File: src/include/ddrrf_pkg.sv
/*
  package for the refresh and self-refresh block: command pin layout, state
  enumeration, carrier structs and timing constants.
  assumes a 40 MHz core clock and a single clock domain.
*/
package ddrrf_pkg;

  // ---------------------------------------------------------------------------
  // clock and timing
  // ---------------------------------------------------------------------------
  localparam int CLK_PERIOD_PS    = 25000;
  localparam int TRFC_NS          = 260;
  localparam int TRFC_CYC         = (TRFC_NS * 1000 + CLK_PERIOD_PS - 1) / CLK_PERIOD_PS;
  localparam int TCKE_NS          = 5;
  localparam int TCKE_CYC_RAW     = (TCKE_NS * 1000) / CLK_PERIOD_PS;
  localparam int TCKE_CYC         = (TCKE_CYC_RAW < 1) ? 1 : TCKE_CYC_RAW;
  localparam int SELF_TIMER_NS    = 7800;
  localparam int SELF_TIMER_CYC   = (SELF_TIMER_NS * 1000) / CLK_PERIOD_PS;
  localparam int DLL_RELOCK_CYC   = 512;

  // ---------------------------------------------------------------------------
  // widths and reset values
  // ---------------------------------------------------------------------------
  localparam int ROW_W            = 16;
  localparam int CNT_W            = 16;
  localparam logic [ROW_W-1:0] ROW_RST = 16'h0000;

  // ---------------------------------------------------------------------------
  // types
  // ---------------------------------------------------------------------------
  typedef struct packed {
    logic cs_n;
    logic ras_n;
    logic cas_n;
    logic we_n;
    logic cke;
  } ddrrf_cmd_t;

  typedef enum logic [2:0] {
    ST_IDLE,
    ST_REFRESH,
    ST_SELF,
    ST_EXIT
  } ddrrf_state_t;

  typedef struct packed {
    logic             busy;
    logic             self_ref;
    logic             dll_on;
    logic             dll_rst;
    logic             banks_idle;
    logic             row_strobe;
    logic [ROW_W-1:0] row;
  } ddrrf_stat_t;

endpackage

File: src/logic/ddrrf_core.sv
/*
  refresh and self-refresh control inside the memory device: decodes the
  refresh and self-refresh entry commands, runs the internal row counter,
  times the refresh cycle, and runs the self-refresh timer while asleep.
  assumes command pins are synchronous to i_clk; the controller keeps its own
  scheduling, idle and exit timing obligations.
*/
`timescale 1ns/10ps
// Notes on behaviour
// - refresh on cs ras cas low, we high
// - refresh rows from internal counter only
// - banks left precharged idle after refresh
// - self-refresh entry adds cke low
// - dll off on entry, on with reset
// - ignore inputs except cke and a nop or deselect for exit, self-timed refresh
// - internal refresh within tCKE of entry; the core strobes the first one TCKE+1 cycles after entry
module ddrrf_core #(
  parameter int TRFC        = ddrrf_pkg::TRFC_CYC,
  parameter int TCKE        = ddrrf_pkg::TCKE_CYC,
  parameter int SELF_PERIOD = ddrrf_pkg::SELF_TIMER_CYC,
  parameter int DLL_RELOCK  = ddrrf_pkg::DLL_RELOCK_CYC
) (
  input  wire logic                     i_clk,
  input  wire logic                     i_sys_rst,
  input  wire logic                     i_ce,
  input  wire ddrrf_pkg::ddrrf_cmd_t    i_cmd,
  input  wire logic [ddrrf_pkg::ROW_W-1:0] i_addr,
  input  wire logic                     i_dll_enable,
  output ddrrf_pkg::ddrrf_stat_t        o_stat,
  output logic                          o_clk_gate
);
  import ddrrf_pkg::*;

  // ---------------------------------------------------------------------------
  // checks
  // ---------------------------------------------------------------------------
  initial begin
    if (TRFC < 1 || TCKE < 1 || SELF_PERIOD <= TCKE || DLL_RELOCK < 1) $error("ddrrf_core: bad timing");
    if (SELF_PERIOD >= (1 << CNT_W) || TRFC >= (1 << CNT_W)) $error("ddrrf_core: count too wide");
  end

  typedef struct packed {
    ddrrf_state_t     fsm;
    ddrrf_stat_t      stat;
    logic             gate;
    logic             first_done;
    logic [CNT_W-1:0] relock;
  } ddrrf_core_st_t;

  ddrrf_core_st_t st;
  ddrrf_core_st_t next_st;

  logic             tmr_load;
  logic [CNT_W-1:0] tmr_value;
  logic             tmr_zero;
  logic             cmd_ref;
  logic             cmd_sre;
  logic             cmd_nop;

  // ---------------------------------------------------------------------------
  // command decode
  // ---------------------------------------------------------------------------
  // cke stays high for a plain refresh; cke low marks self-refresh entry
  assign cmd_ref = !i_cmd.cs_n && !i_cmd.ras_n && !i_cmd.cas_n && i_cmd.we_n && i_cmd.cke;
  assign cmd_sre = !i_cmd.cs_n && !i_cmd.ras_n && !i_cmd.cas_n && i_cmd.we_n && !i_cmd.cke;
  assign cmd_nop = i_cmd.cs_n || (i_cmd.ras_n && i_cmd.cas_n && i_cmd.we_n);

  ddrrf_timer #(
    .W (CNT_W)
  ) u_timer (
    .i_clk     (i_clk),
    .i_sys_rst (i_sys_rst),
    .i_ce      (i_ce),
    .i_load    (tmr_load),
    .i_value   (tmr_value),
    .o_zero    (tmr_zero)
  );

  // ---------------------------------------------------------------------------
  // state machine
  // ---------------------------------------------------------------------------
  always_comb begin
    next_st                 = st;
    tmr_load                = 1'b0;
    tmr_value               = '0;
    next_st.stat.row_strobe = 1'b0;
    next_st.stat.dll_rst    = 1'b0;
    if (st.relock != '0) begin
      next_st.relock = st.relock - 1'b1;
    end
    unique case (st.fsm)
      ST_IDLE: begin
        // address bus is never looked at here; the row comes from the counter
        if (cmd_ref) begin
          next_st.fsm             = ST_REFRESH;
          next_st.stat.busy       = 1'b1;
          next_st.stat.banks_idle = 1'b0;
          next_st.stat.row_strobe = 1'b1;
          next_st.stat.row        = st.stat.row + 1'b1;
          tmr_load                = 1'b1;
          tmr_value               = CNT_W'(TRFC);
        end else if (cmd_sre) begin
          next_st.fsm             = ST_SELF;
          next_st.stat.self_ref   = 1'b1;
          next_st.gate            = 1'b1;
          next_st.first_done      = 1'b0;
          if (i_dll_enable) begin
            next_st.stat.dll_on = 1'b0;
          end
          tmr_load                = 1'b1;
          tmr_value               = CNT_W'(TCKE);
        end
      end
      ST_REFRESH: begin
        if (tmr_zero) begin
          next_st.fsm             = ST_IDLE;
          next_st.stat.busy       = 1'b0;
          next_st.stat.banks_idle = 1'b1;
        end
      end
      ST_SELF: begin
        // cke high with a nop or deselect ends sleep; any other command is ignored while asleep
        if (i_cmd.cke && cmd_nop) begin
          next_st.fsm           = ST_EXIT;
          next_st.gate          = 1'b0;
          next_st.stat.self_ref = 1'b0;
          next_st.stat.busy     = 1'b1;
          next_st.relock        = CNT_W'(DLL_RELOCK);
          if (i_dll_enable) begin
            next_st.stat.dll_on  = 1'b1;
            next_st.stat.dll_rst = 1'b1;
          end
          // let an internal refresh in flight finish its tRFC
          if (!tmr_zero || !st.first_done) begin
            tmr_load  = 1'b1;
            tmr_value = CNT_W'(TRFC);
          end
        end else if (tmr_zero) begin
          next_st.stat.row_strobe = 1'b1;
          next_st.stat.row        = st.stat.row + 1'b1;
          next_st.first_done      = 1'b1;
          tmr_load                = 1'b1;
          tmr_value               = CNT_W'(SELF_PERIOD);
        end
      end
      ST_EXIT: begin
        if (tmr_zero) begin
          next_st.fsm       = ST_IDLE;
          next_st.stat.busy = 1'b0;
        end
      end
      default: begin
        next_st.fsm = ST_IDLE;
      end
    endcase
  end

  always_ff @(posedge i_clk or posedge i_sys_rst) begin
    if (i_sys_rst) begin
      st.fsm             <= ST_IDLE;
      st.stat            <= '0;
      st.stat.dll_on     <= 1'b1;
      st.stat.banks_idle <= 1'b1;
      st.stat.row        <= ROW_RST;
      st.gate            <= 1'b0;
      st.first_done      <= 1'b0;
      st.relock          <= '0;
    end else if (i_ce) begin
      st <= next_st;
    end
  end

  assign o_stat     = st.stat;
  assign o_clk_gate = st.gate;

  // ---------------------------------------------------------------------------
  // assertions
  // ---------------------------------------------------------------------------
  property p_ref_start;
    @(posedge i_clk) disable iff (i_sys_rst)
      (i_ce && st.fsm == ST_IDLE && cmd_ref) |=> (st.fsm == ST_REFRESH && st.stat.row_strobe);
  endproperty
  a_ref_start: assert property (p_ref_start) else $error("refresh not started");

  property p_row_internal;
    @(posedge i_clk) disable iff (i_sys_rst)
      (i_ce && st.fsm == ST_IDLE && cmd_ref) |=> (st.stat.row == $past(st.stat.row) + 1'b1);
  endproperty
  a_row_internal: assert property (p_row_internal) else $error("row not from counter");

  property p_idle_after;
    @(posedge i_clk) disable iff (i_sys_rst)
      (st.fsm == ST_REFRESH ##1 st.fsm == ST_IDLE) |-> st.stat.banks_idle;
  endproperty
  a_idle_after: assert property (p_idle_after) else $error("banks not idle");

  property p_sre_enter;
    @(posedge i_clk) disable iff (i_sys_rst)
      (i_ce && st.fsm == ST_IDLE && cmd_sre) |=> (st.stat.self_ref && o_clk_gate);
  endproperty
  a_sre_enter: assert property (p_sre_enter) else $error("self-refresh not entered");

  property p_dll_off;
    @(posedge i_clk) disable iff (i_sys_rst)
      (i_ce && st.fsm == ST_IDLE && cmd_sre && i_dll_enable) |=> !st.stat.dll_on;
  endproperty
  a_dll_off: assert property (p_dll_off) else $error("dll not off in self-refresh");

  property p_dll_back;
    @(posedge i_clk) disable iff (i_sys_rst)
      (st.fsm == ST_SELF ##1 st.fsm == ST_EXIT && $past(i_dll_enable)) |-> (st.stat.dll_on && st.stat.dll_rst);
  endproperty
  a_dll_back: assert property (p_dll_back) else $error("dll not reset on exit");

  property p_relock_load;
    @(posedge i_clk) disable iff (i_sys_rst)
      (i_ce && st.fsm == ST_SELF && i_cmd.cke && cmd_nop) |=> (st.relock == CNT_W'(DLL_RELOCK));
  endproperty
  a_relock_load: assert property (p_relock_load) else $error("dll relock count not started");

  property p_stay_asleep;
    @(posedge i_clk) disable iff (i_sys_rst)
      (i_ce && st.fsm == ST_SELF && !i_cmd.cke) |=> st.fsm == ST_SELF;
  endproperty
  a_stay_asleep: assert property (p_stay_asleep) else $error("left self-refresh without cke");

  property p_first_internal;
    @(posedge i_clk) disable iff (i_sys_rst)
      (st.fsm == ST_IDLE ##1 st.fsm == ST_SELF && i_ce) ##1 (st.fsm == ST_SELF && i_ce) [*2]
        |-> ##[0:4] (st.stat.row_strobe || st.fsm != ST_SELF || !i_ce);
  endproperty
  a_first_internal: assert property (p_first_internal) else $error("no refresh after entry");

  c_ref: cover property (@(posedge i_clk) disable iff (i_sys_rst) st.fsm == ST_REFRESH ##1 st.fsm == ST_IDLE);
  c_sre: cover property (@(posedge i_clk) disable iff (i_sys_rst) st.fsm == ST_SELF && st.stat.row_strobe);
  c_srx: cover property (@(posedge i_clk) disable iff (i_sys_rst) st.fsm == ST_EXIT ##1 st.fsm == ST_IDLE);
endmodule

File: src/logic/ddrrf_timer.sv
/*
  down-counter used for tRFC, tCKE and the self-refresh interval timer.
  assumes load and enable come from the same clock domain as i_clk.
*/
`timescale 1ns/10ps
module ddrrf_timer #(
  parameter int W = 16
) (
  input  wire logic         i_clk,
  input  wire logic         i_sys_rst,
  input  wire logic         i_ce,
  input  wire logic         i_load,
  input  wire logic [W-1:0] i_value,
  output logic              o_zero
);
  import ddrrf_pkg::*;

  typedef struct packed {
    logic [W-1:0] cnt;
  } ddrrf_tmr_t;

  ddrrf_tmr_t st;
  ddrrf_tmr_t next_st;

  initial begin
    if (W < 2) $error("ddrrf_timer: width too small");
  end

  always_comb begin
    next_st = st;
    if (i_load) begin
      next_st.cnt = i_value;
    end else if (st.cnt != '0) begin
      next_st.cnt = st.cnt - 1'b1;
    end
  end

  always_ff @(posedge i_clk or posedge i_sys_rst) begin
    if (i_sys_rst) begin
      st <= '0;
    end else if (i_ce) begin
      st <= next_st;
    end
  end

  assign o_zero = (st.cnt == '0);
endmodule

File: config.mk
export PLATFORM = sky130hd
export DESIGN_NAME = ddrrf_core
export DESIGN_NICKNAME = d
export VERILOG_FILES = /design/src/include/ddrrf_pkg.sv /design/src/logic/ddrrf_core.sv /design/src/logic/ddrrf_timer.sv
export SDC_FILE = /design/constraint.sdc
export NUM_CORES = 1
export LEC_CHECK = 0
export BUFFER_PORTS_ARGS = -buffer_cell sky130_fd_sc_hd__buf_2
export CAP_MARGIN = 30
export CORE_UTILIZATION = 45
export CTS_BUF_LIST = sky130_fd_sc_hd__clkbuf_16
export CTS_CLUSTER_DIAMETER = 50
export CTS_CLUSTER_SIZE = 10
export DETAILED_ROUTE_END_ITERATION = 8
export PLACE_DENSITY = 0.74
export SYNTH_ARGS = -nofsm -noshare
export SYNTH_HDL_FRONTEND = slang
export SYNTH_HIERARCHICAL = 1
export SYNTH_SLANG_ARGS = --single-unit
File: constraint.sdc
create_clock -name i_clk -period 6.27 [get_ports i_clk]
set_input_delay 1.881 -clock i_clk [delete_from_list [all_inputs] [get_ports i_clk]]
set_output_delay 1.881 -clock i_clk [all_outputs]
set_load 0.02 [all_outputs]
Yosys cells after proc, flatten, opt, wreduce, memory -nomap -nowiden
Cells that the tools add are included.
{ "word_totals": {"inputBits": 25, "output_inout_bits": 23, "reg_bits": 43, "word_cells": 96} }
{ "op_classes": {"eq_ne": 14, "muxes": 37, "addsub": 2, "n_reduce_logical": 32} }
{ "ops": {"columns": ["cell", "count"], "rows": [
  ["16-bit two-way mux", 3],
  ["19-bit one-hot mux with 2 select lines", 1],
  ["17-bit two-way mux", 2],
  ["16-bit one-hot mux with 2 select lines", 1],
  ["18-bit two-way mux", 1],
  ["2-bit != test (second input constant)", 9],
  ["16-bit by 1-bit adder with 16-bit output (second input constant)", 1],
  ["16-bit zero test", 1],
  ["16-bit nonzero test", 1],
  ["16-bit by 1-bit subtractor with 16-bit output (second input constant)", 1],
  ["5-bit AND reduction", 3],
  ["1-bit two-way mux", 12],
  ["4-bit two-way mux", 3],
  ["2-bit two-way mux", 5],
  ["9-bit two-way mux", 1],
  ["3-bit one-hot mux with 3 select lines", 1],
  ["1-bit logical AND", 8],
  ["4-bit AND reduction", 2],
  ["7-bit two-way mux", 1],
  ["7-bit AND reduction", 1],
  ["3-bit by 2-bit equality test with 1-bit output (second input constant)", 2],
  ["1-bit zero test", 6],
  ["3-bit two-way mux", 2],
  ["6-bit AND reduction", 1],
  ["other kinds (12)", 16]
]} }

Depth between registers and ports, before layout
{ "depth": {"depth_word": 10, "depth_mapped": 14} }

Cells and area by module
The synthesis kept the hierarchy.
{ "by_module_without_submodules": {"columns": ["module", "n_inst", "seq_area_each_um2", "cells_each", "area_each_um2"], "rows": [
  ["ddrrf_core", 1, 653.1, 168, 1686.6],
  ["ddrrf_timer", 1, 400.4, 121, 1076.0]
]} }

Least setup slack after synthesis
Ideal clock, no wire load.
{ "synth_timing": {"path_type": "input port to flip-flop", "from": "input i_cmd[1] (netlist bit)", "to": "register u_timer/st[14] (netlist bit)", "setup_ns": 0.087, "cell_stages": 9, "setup_slack_ns": 2.634, "arrival_time_ns": 3.549, "cell_sequence": "buf_2 a31o_2 and2_1 o211ai_1 a21oi_1 clkbuf_1 clkbuf_1 a21oi_1 a22oi_1"} }
{ "synth_between": {"elab_chain_cells": 7, "word_cells_on_any_way": 13, "classes_between": "5 x mux; 8 x reduce/logical"} }
{ "synth_rtl": {"columns": ["item", "line_no", "text"], "rows": [
  ["start, declared", "ddrrf_core.sv:26", "input wire ddrrf_pkg::ddrrf_cmd_t i_cmd,"],
  ["1-bit logical AND, on equally long branches", "ddrrf_core.sv:64, ddrrf_core.sv:65, ddrrf_core.sv:66", null],
  ["1-bit logical AND / 1-bit logical OR (equally long branches)", "ddrrf_core.sv:65, ddrrf_core.sv:66", null],
  ["1-bit two-way mux / 1-bit logical AND (equally long branches)", "ddrrf_core.sv:102, ddrrf_core.sv:123", null],
  ["1-bit two-way mux, on equally long branches", "ddrrf_core.sv:94, ddrrf_core.sv:123", null],
  ["1-bit one-hot mux with 2 select lines *", "ddrrf_core.sv:91", "unique case (st.fsm)"],
  ["net tmr_load", "ddrrf_core.sv:53", "logic tmr_load;"],
  ["2-bit nonzero test (no line)", null, null],
  ["2-bit AND reduction (no line)", null, null],
  ["end signal, assigned", "ddrrf_timer.sv:42", "st <= next_st;"],
  ["end, declared", "ddrrf_timer.sv:22", "ddrrf_tmr_t st;"]
]} }
Mark *: on every way through the listed nets, which the timed path passes. The rest lies on a longest branch.
A chain may end at the register's enable or synchronous reset.

Worst setup path in the final report
{ "layout_timing": {"from": "input i_cmd[1] (netlist bit)", "to": "register u_timer/st[15] (netlist bit)"} }
The elaborated chain is that of the path after synthesis.

==> metrics.cfg <==
[drt]
dr.pass1.iters = 4
wl_per_cell_um = 14.7
avgViaCountPerCell = 5.72
wl_um = 5560
drc = 0
vias = 2157
detail-route-antenna-nets = 0
drt_iter0_drc = 158

[pwr]
swShare_pct = 30.7
power.density_nw_per_um2 = 299
switching_power_w = 0.000277
total_power_w = 0.000903
power_frac_comb_pct = 21.0
intPower_w = 0.000626
clkPwrFrac_pct = 37.1
peakVddDrop_mv = 0.169
p_leak_nw = 1.38
share_seq_of_total_power_pct = 41.9

[finish]
antenna_cells = 0
fill_cells = 530
drive_gt1_share_pct = 23.2
syn_to_final_growth_pct = 9.10
utilization_pct = 50.9
num-nets-final = 328
final_cell_area_um2 = 3010
layout_commonest_cell = dfrtp_1
most-common-layout-cells = dfrtp_1, buf_2, nand2_1, inv_1, o21ai_0

[setup_path]
critPathLaunchType = primary input
cp.required_ns = 6.43
r2r-end = u_timer/st[15]
r2r_cells = 11
regToRegSetupSlack_ns = 2.87
worstPathArrival_ns = 3.89
critPathKind = in2reg
critical_path.max_fanout = 12
r2r_start = u_timer/st[0]
worst_setup_path_end_kind = flip-flop

[grt]
antenna_found_initial = 0
grt_pass1_wl_um = 9670
grt.total_usage_pct = 19.3
overflow = 0
grt_max_degree = 21
grt_pass1_vias = 2031

[die]
die-area_um2 = 6460
die_w_um = 80.4
start_util_pct = 46.7
io_pins = 48
design.core.area_um2 = 5920
die_y_um = 80.4
rows = 28

[min_path]
min_from = o_stat[15]
holdPathStages = 1
min_to = o_stat[15]
min_path_type = reg2reg

[sta]
finalCriticalPeriod_ns = 3.73
hold_viol_final = 0
slew_headroom_pct = 53.3
skew_ns = 0.00985
max_freq_mhz = 268
rsz0062_at_grt = no
slew_violations = 0
setup_viol = 0
worstMarginPinSlew_ns = 0.691
period_share_pct = 59.5
setup_tns_ns = 0

[placement]
place_congestion = 0.847
placed_area_um2 = 2820
numPortBuffers = 31
hpwl_um = 3960

[cts]
clk_pin_slew_ns = 0.07
clockBufferDepth = 2
cts.repair.resized = 0
h-tree-depth = 2
tritoncts = done
cts_hold_buf = 0
cts_setup_buffers = 0
cts-buffers-inserted = 5
cts.sinks = 42
clk_latency_ns = 0.29
root_buffer = clkbuf_16

[synth]
synth_area_per_cell_um2 = 9.56
ys.flop_type = dfrtp_1
synth_area_leaders = dfrtp_1, buf_4, a211oi_2, xor2_1, nand2_1
yosysTopAreaCell = dfrtp_1
syn_area_um2 = 2760
synth_top_family_by_area = compound AO/OA/AOI/OAI gates
synth_edf_count = 0
ys_seq_elements = 42
synthCells = 289
seq_area_frac_synth_pct = 38.1
synth_xor_area_share_pct = 4.76
yosysUniqueCellTypes = 64
synth_compound_area_share_pct = 22.6
synthAdderAreaFrac_pct = 0.906
synthArstFlopShare_pct = 100
synth-simple-area-share_pct = 20.2
yosysWarnings = 6
synthMuxAreaShare_pct = 1.18
synth.top_cell.area_share_pct = 36.2

[run_status]
status = finished clean

[run]
drv_cap = 0

[sequential cells by signal (all words and copies together), names as in the netlist]
signal,cells
o_clk_gate,1
o_stat,22
st,3
u_timer/st,16
[synthesized netlist by cell type (all sizes together) (2+ instances only)]
cell type  instances
nor2              12
nand4             11
o2bb2ai            3
ha                 2
inv               18
and4               2
a21o               3
a31o               2
nor3               7
nor4b              2
dfrtp             40
and2               4
a21oi             13
o311ai             4
a21boi             2
o211ai             3
a22oi              3
mux2               2
a22o               2
clkbuf             5
nand3             11
and3               5
xor2              11
dfstp              2
buf               33
nand2             22
o21ai             14
a31oi              2
nor4               8
xnor2              4
o22ai              4
a2111oi            3
a211oi            11
or3                2
[how the worst max path moves through the flow]
stage / to / from / slack [ns]
6_report: u_timer/st[15] / i_cmd[1] / 2.54
4_1_cts: u_timer/st[15] / i_cmd[1] / 2.59
5_1_grt: u_timer/st[5] / i_cmd[1] / 2.41
3_5_place_dp: u_timer/st[15] / i_cmd[1] / 2.30
2_1_floorplan: u_timer/st[14] / i_cmd[1] / 2.63
3_3_place_gp: u_timer/st[15] / i_cmd[1] / 2.38
[power by group through the flow]
stage	clock (W)	combinational (W)	sequential [W]
after detailed placement	0	0.000187	0.000381
after global routing	0.000352	0.000217	0.000386
after global placement	0	0.000178	0.000379
after CTS	0.000342	0.000190	0.000377
final	0.000335	0.000189	0.000378
after floorplan	0	0.000165	0.000368
[metal layers]
| metal | wire [um] | share of wire (%) | vias up | track usage, % |
|---|---|---|---|---|
| li1 | - | - | 1057 | - |
| met1 | 2670 | 48 | 1055 | 25.9 |
| met2 | 2630 | 47 | 43 | 30.8 |
| met5 | 0 | 0 | - | 0 |
| met3 | 216 | 3.9 | 2 | 3.86 |
| met4 | 40 | 0.72 | 0 | 6.61 |
[critical path, stage by stage]
cell	delay [ns]
buf_2	0.18
a31o_2	0.22
and2_1	0.22
o211ai_1	0.12
a21oi_2	0.47
nand2_1	0.40
o22a_1	0.26
o21ai_0	0.07
nor3_1	0.07
[cell families after synthesis]
family / count (synthesis)
compound gates: 79
xor+xnor: 15
fa+ha+maj: 2
buf+inv: 56
flops: 42
mux: 3
other cells: 1
simple gates: 91
[layout make-up]
cell class / instances / area [um2] / area share, %
clock buffers: 5 / 125 / 4.15
flip-flops and latches: 42 / 1050 / 35.0
repair buffers: 33 / 190 / 6.31
well taps: 75 / 93.8 / 3.11
multi-input cells: 201 / 1420 / 46.9
inverters: 18 / 67.6 / 2.24
clock inverters: 3 / 68.8 / 2.28
[per-stage QoR]
stage / std cells / hold WS (ns) / worst slack [ns]
after CTS: 377 / 0.465 / 2.59
after global routing: 377 / 0.492 / 2.41
final: 377 / 0.461 / 2.54
after global placement: 368 / 0.452 / 2.38
after floorplan: 299 / 0.443 / 2.63
after detailed placement: 369 / 0.452 / 2.30
Note: power is estimated with default switching activity, not from simulation.
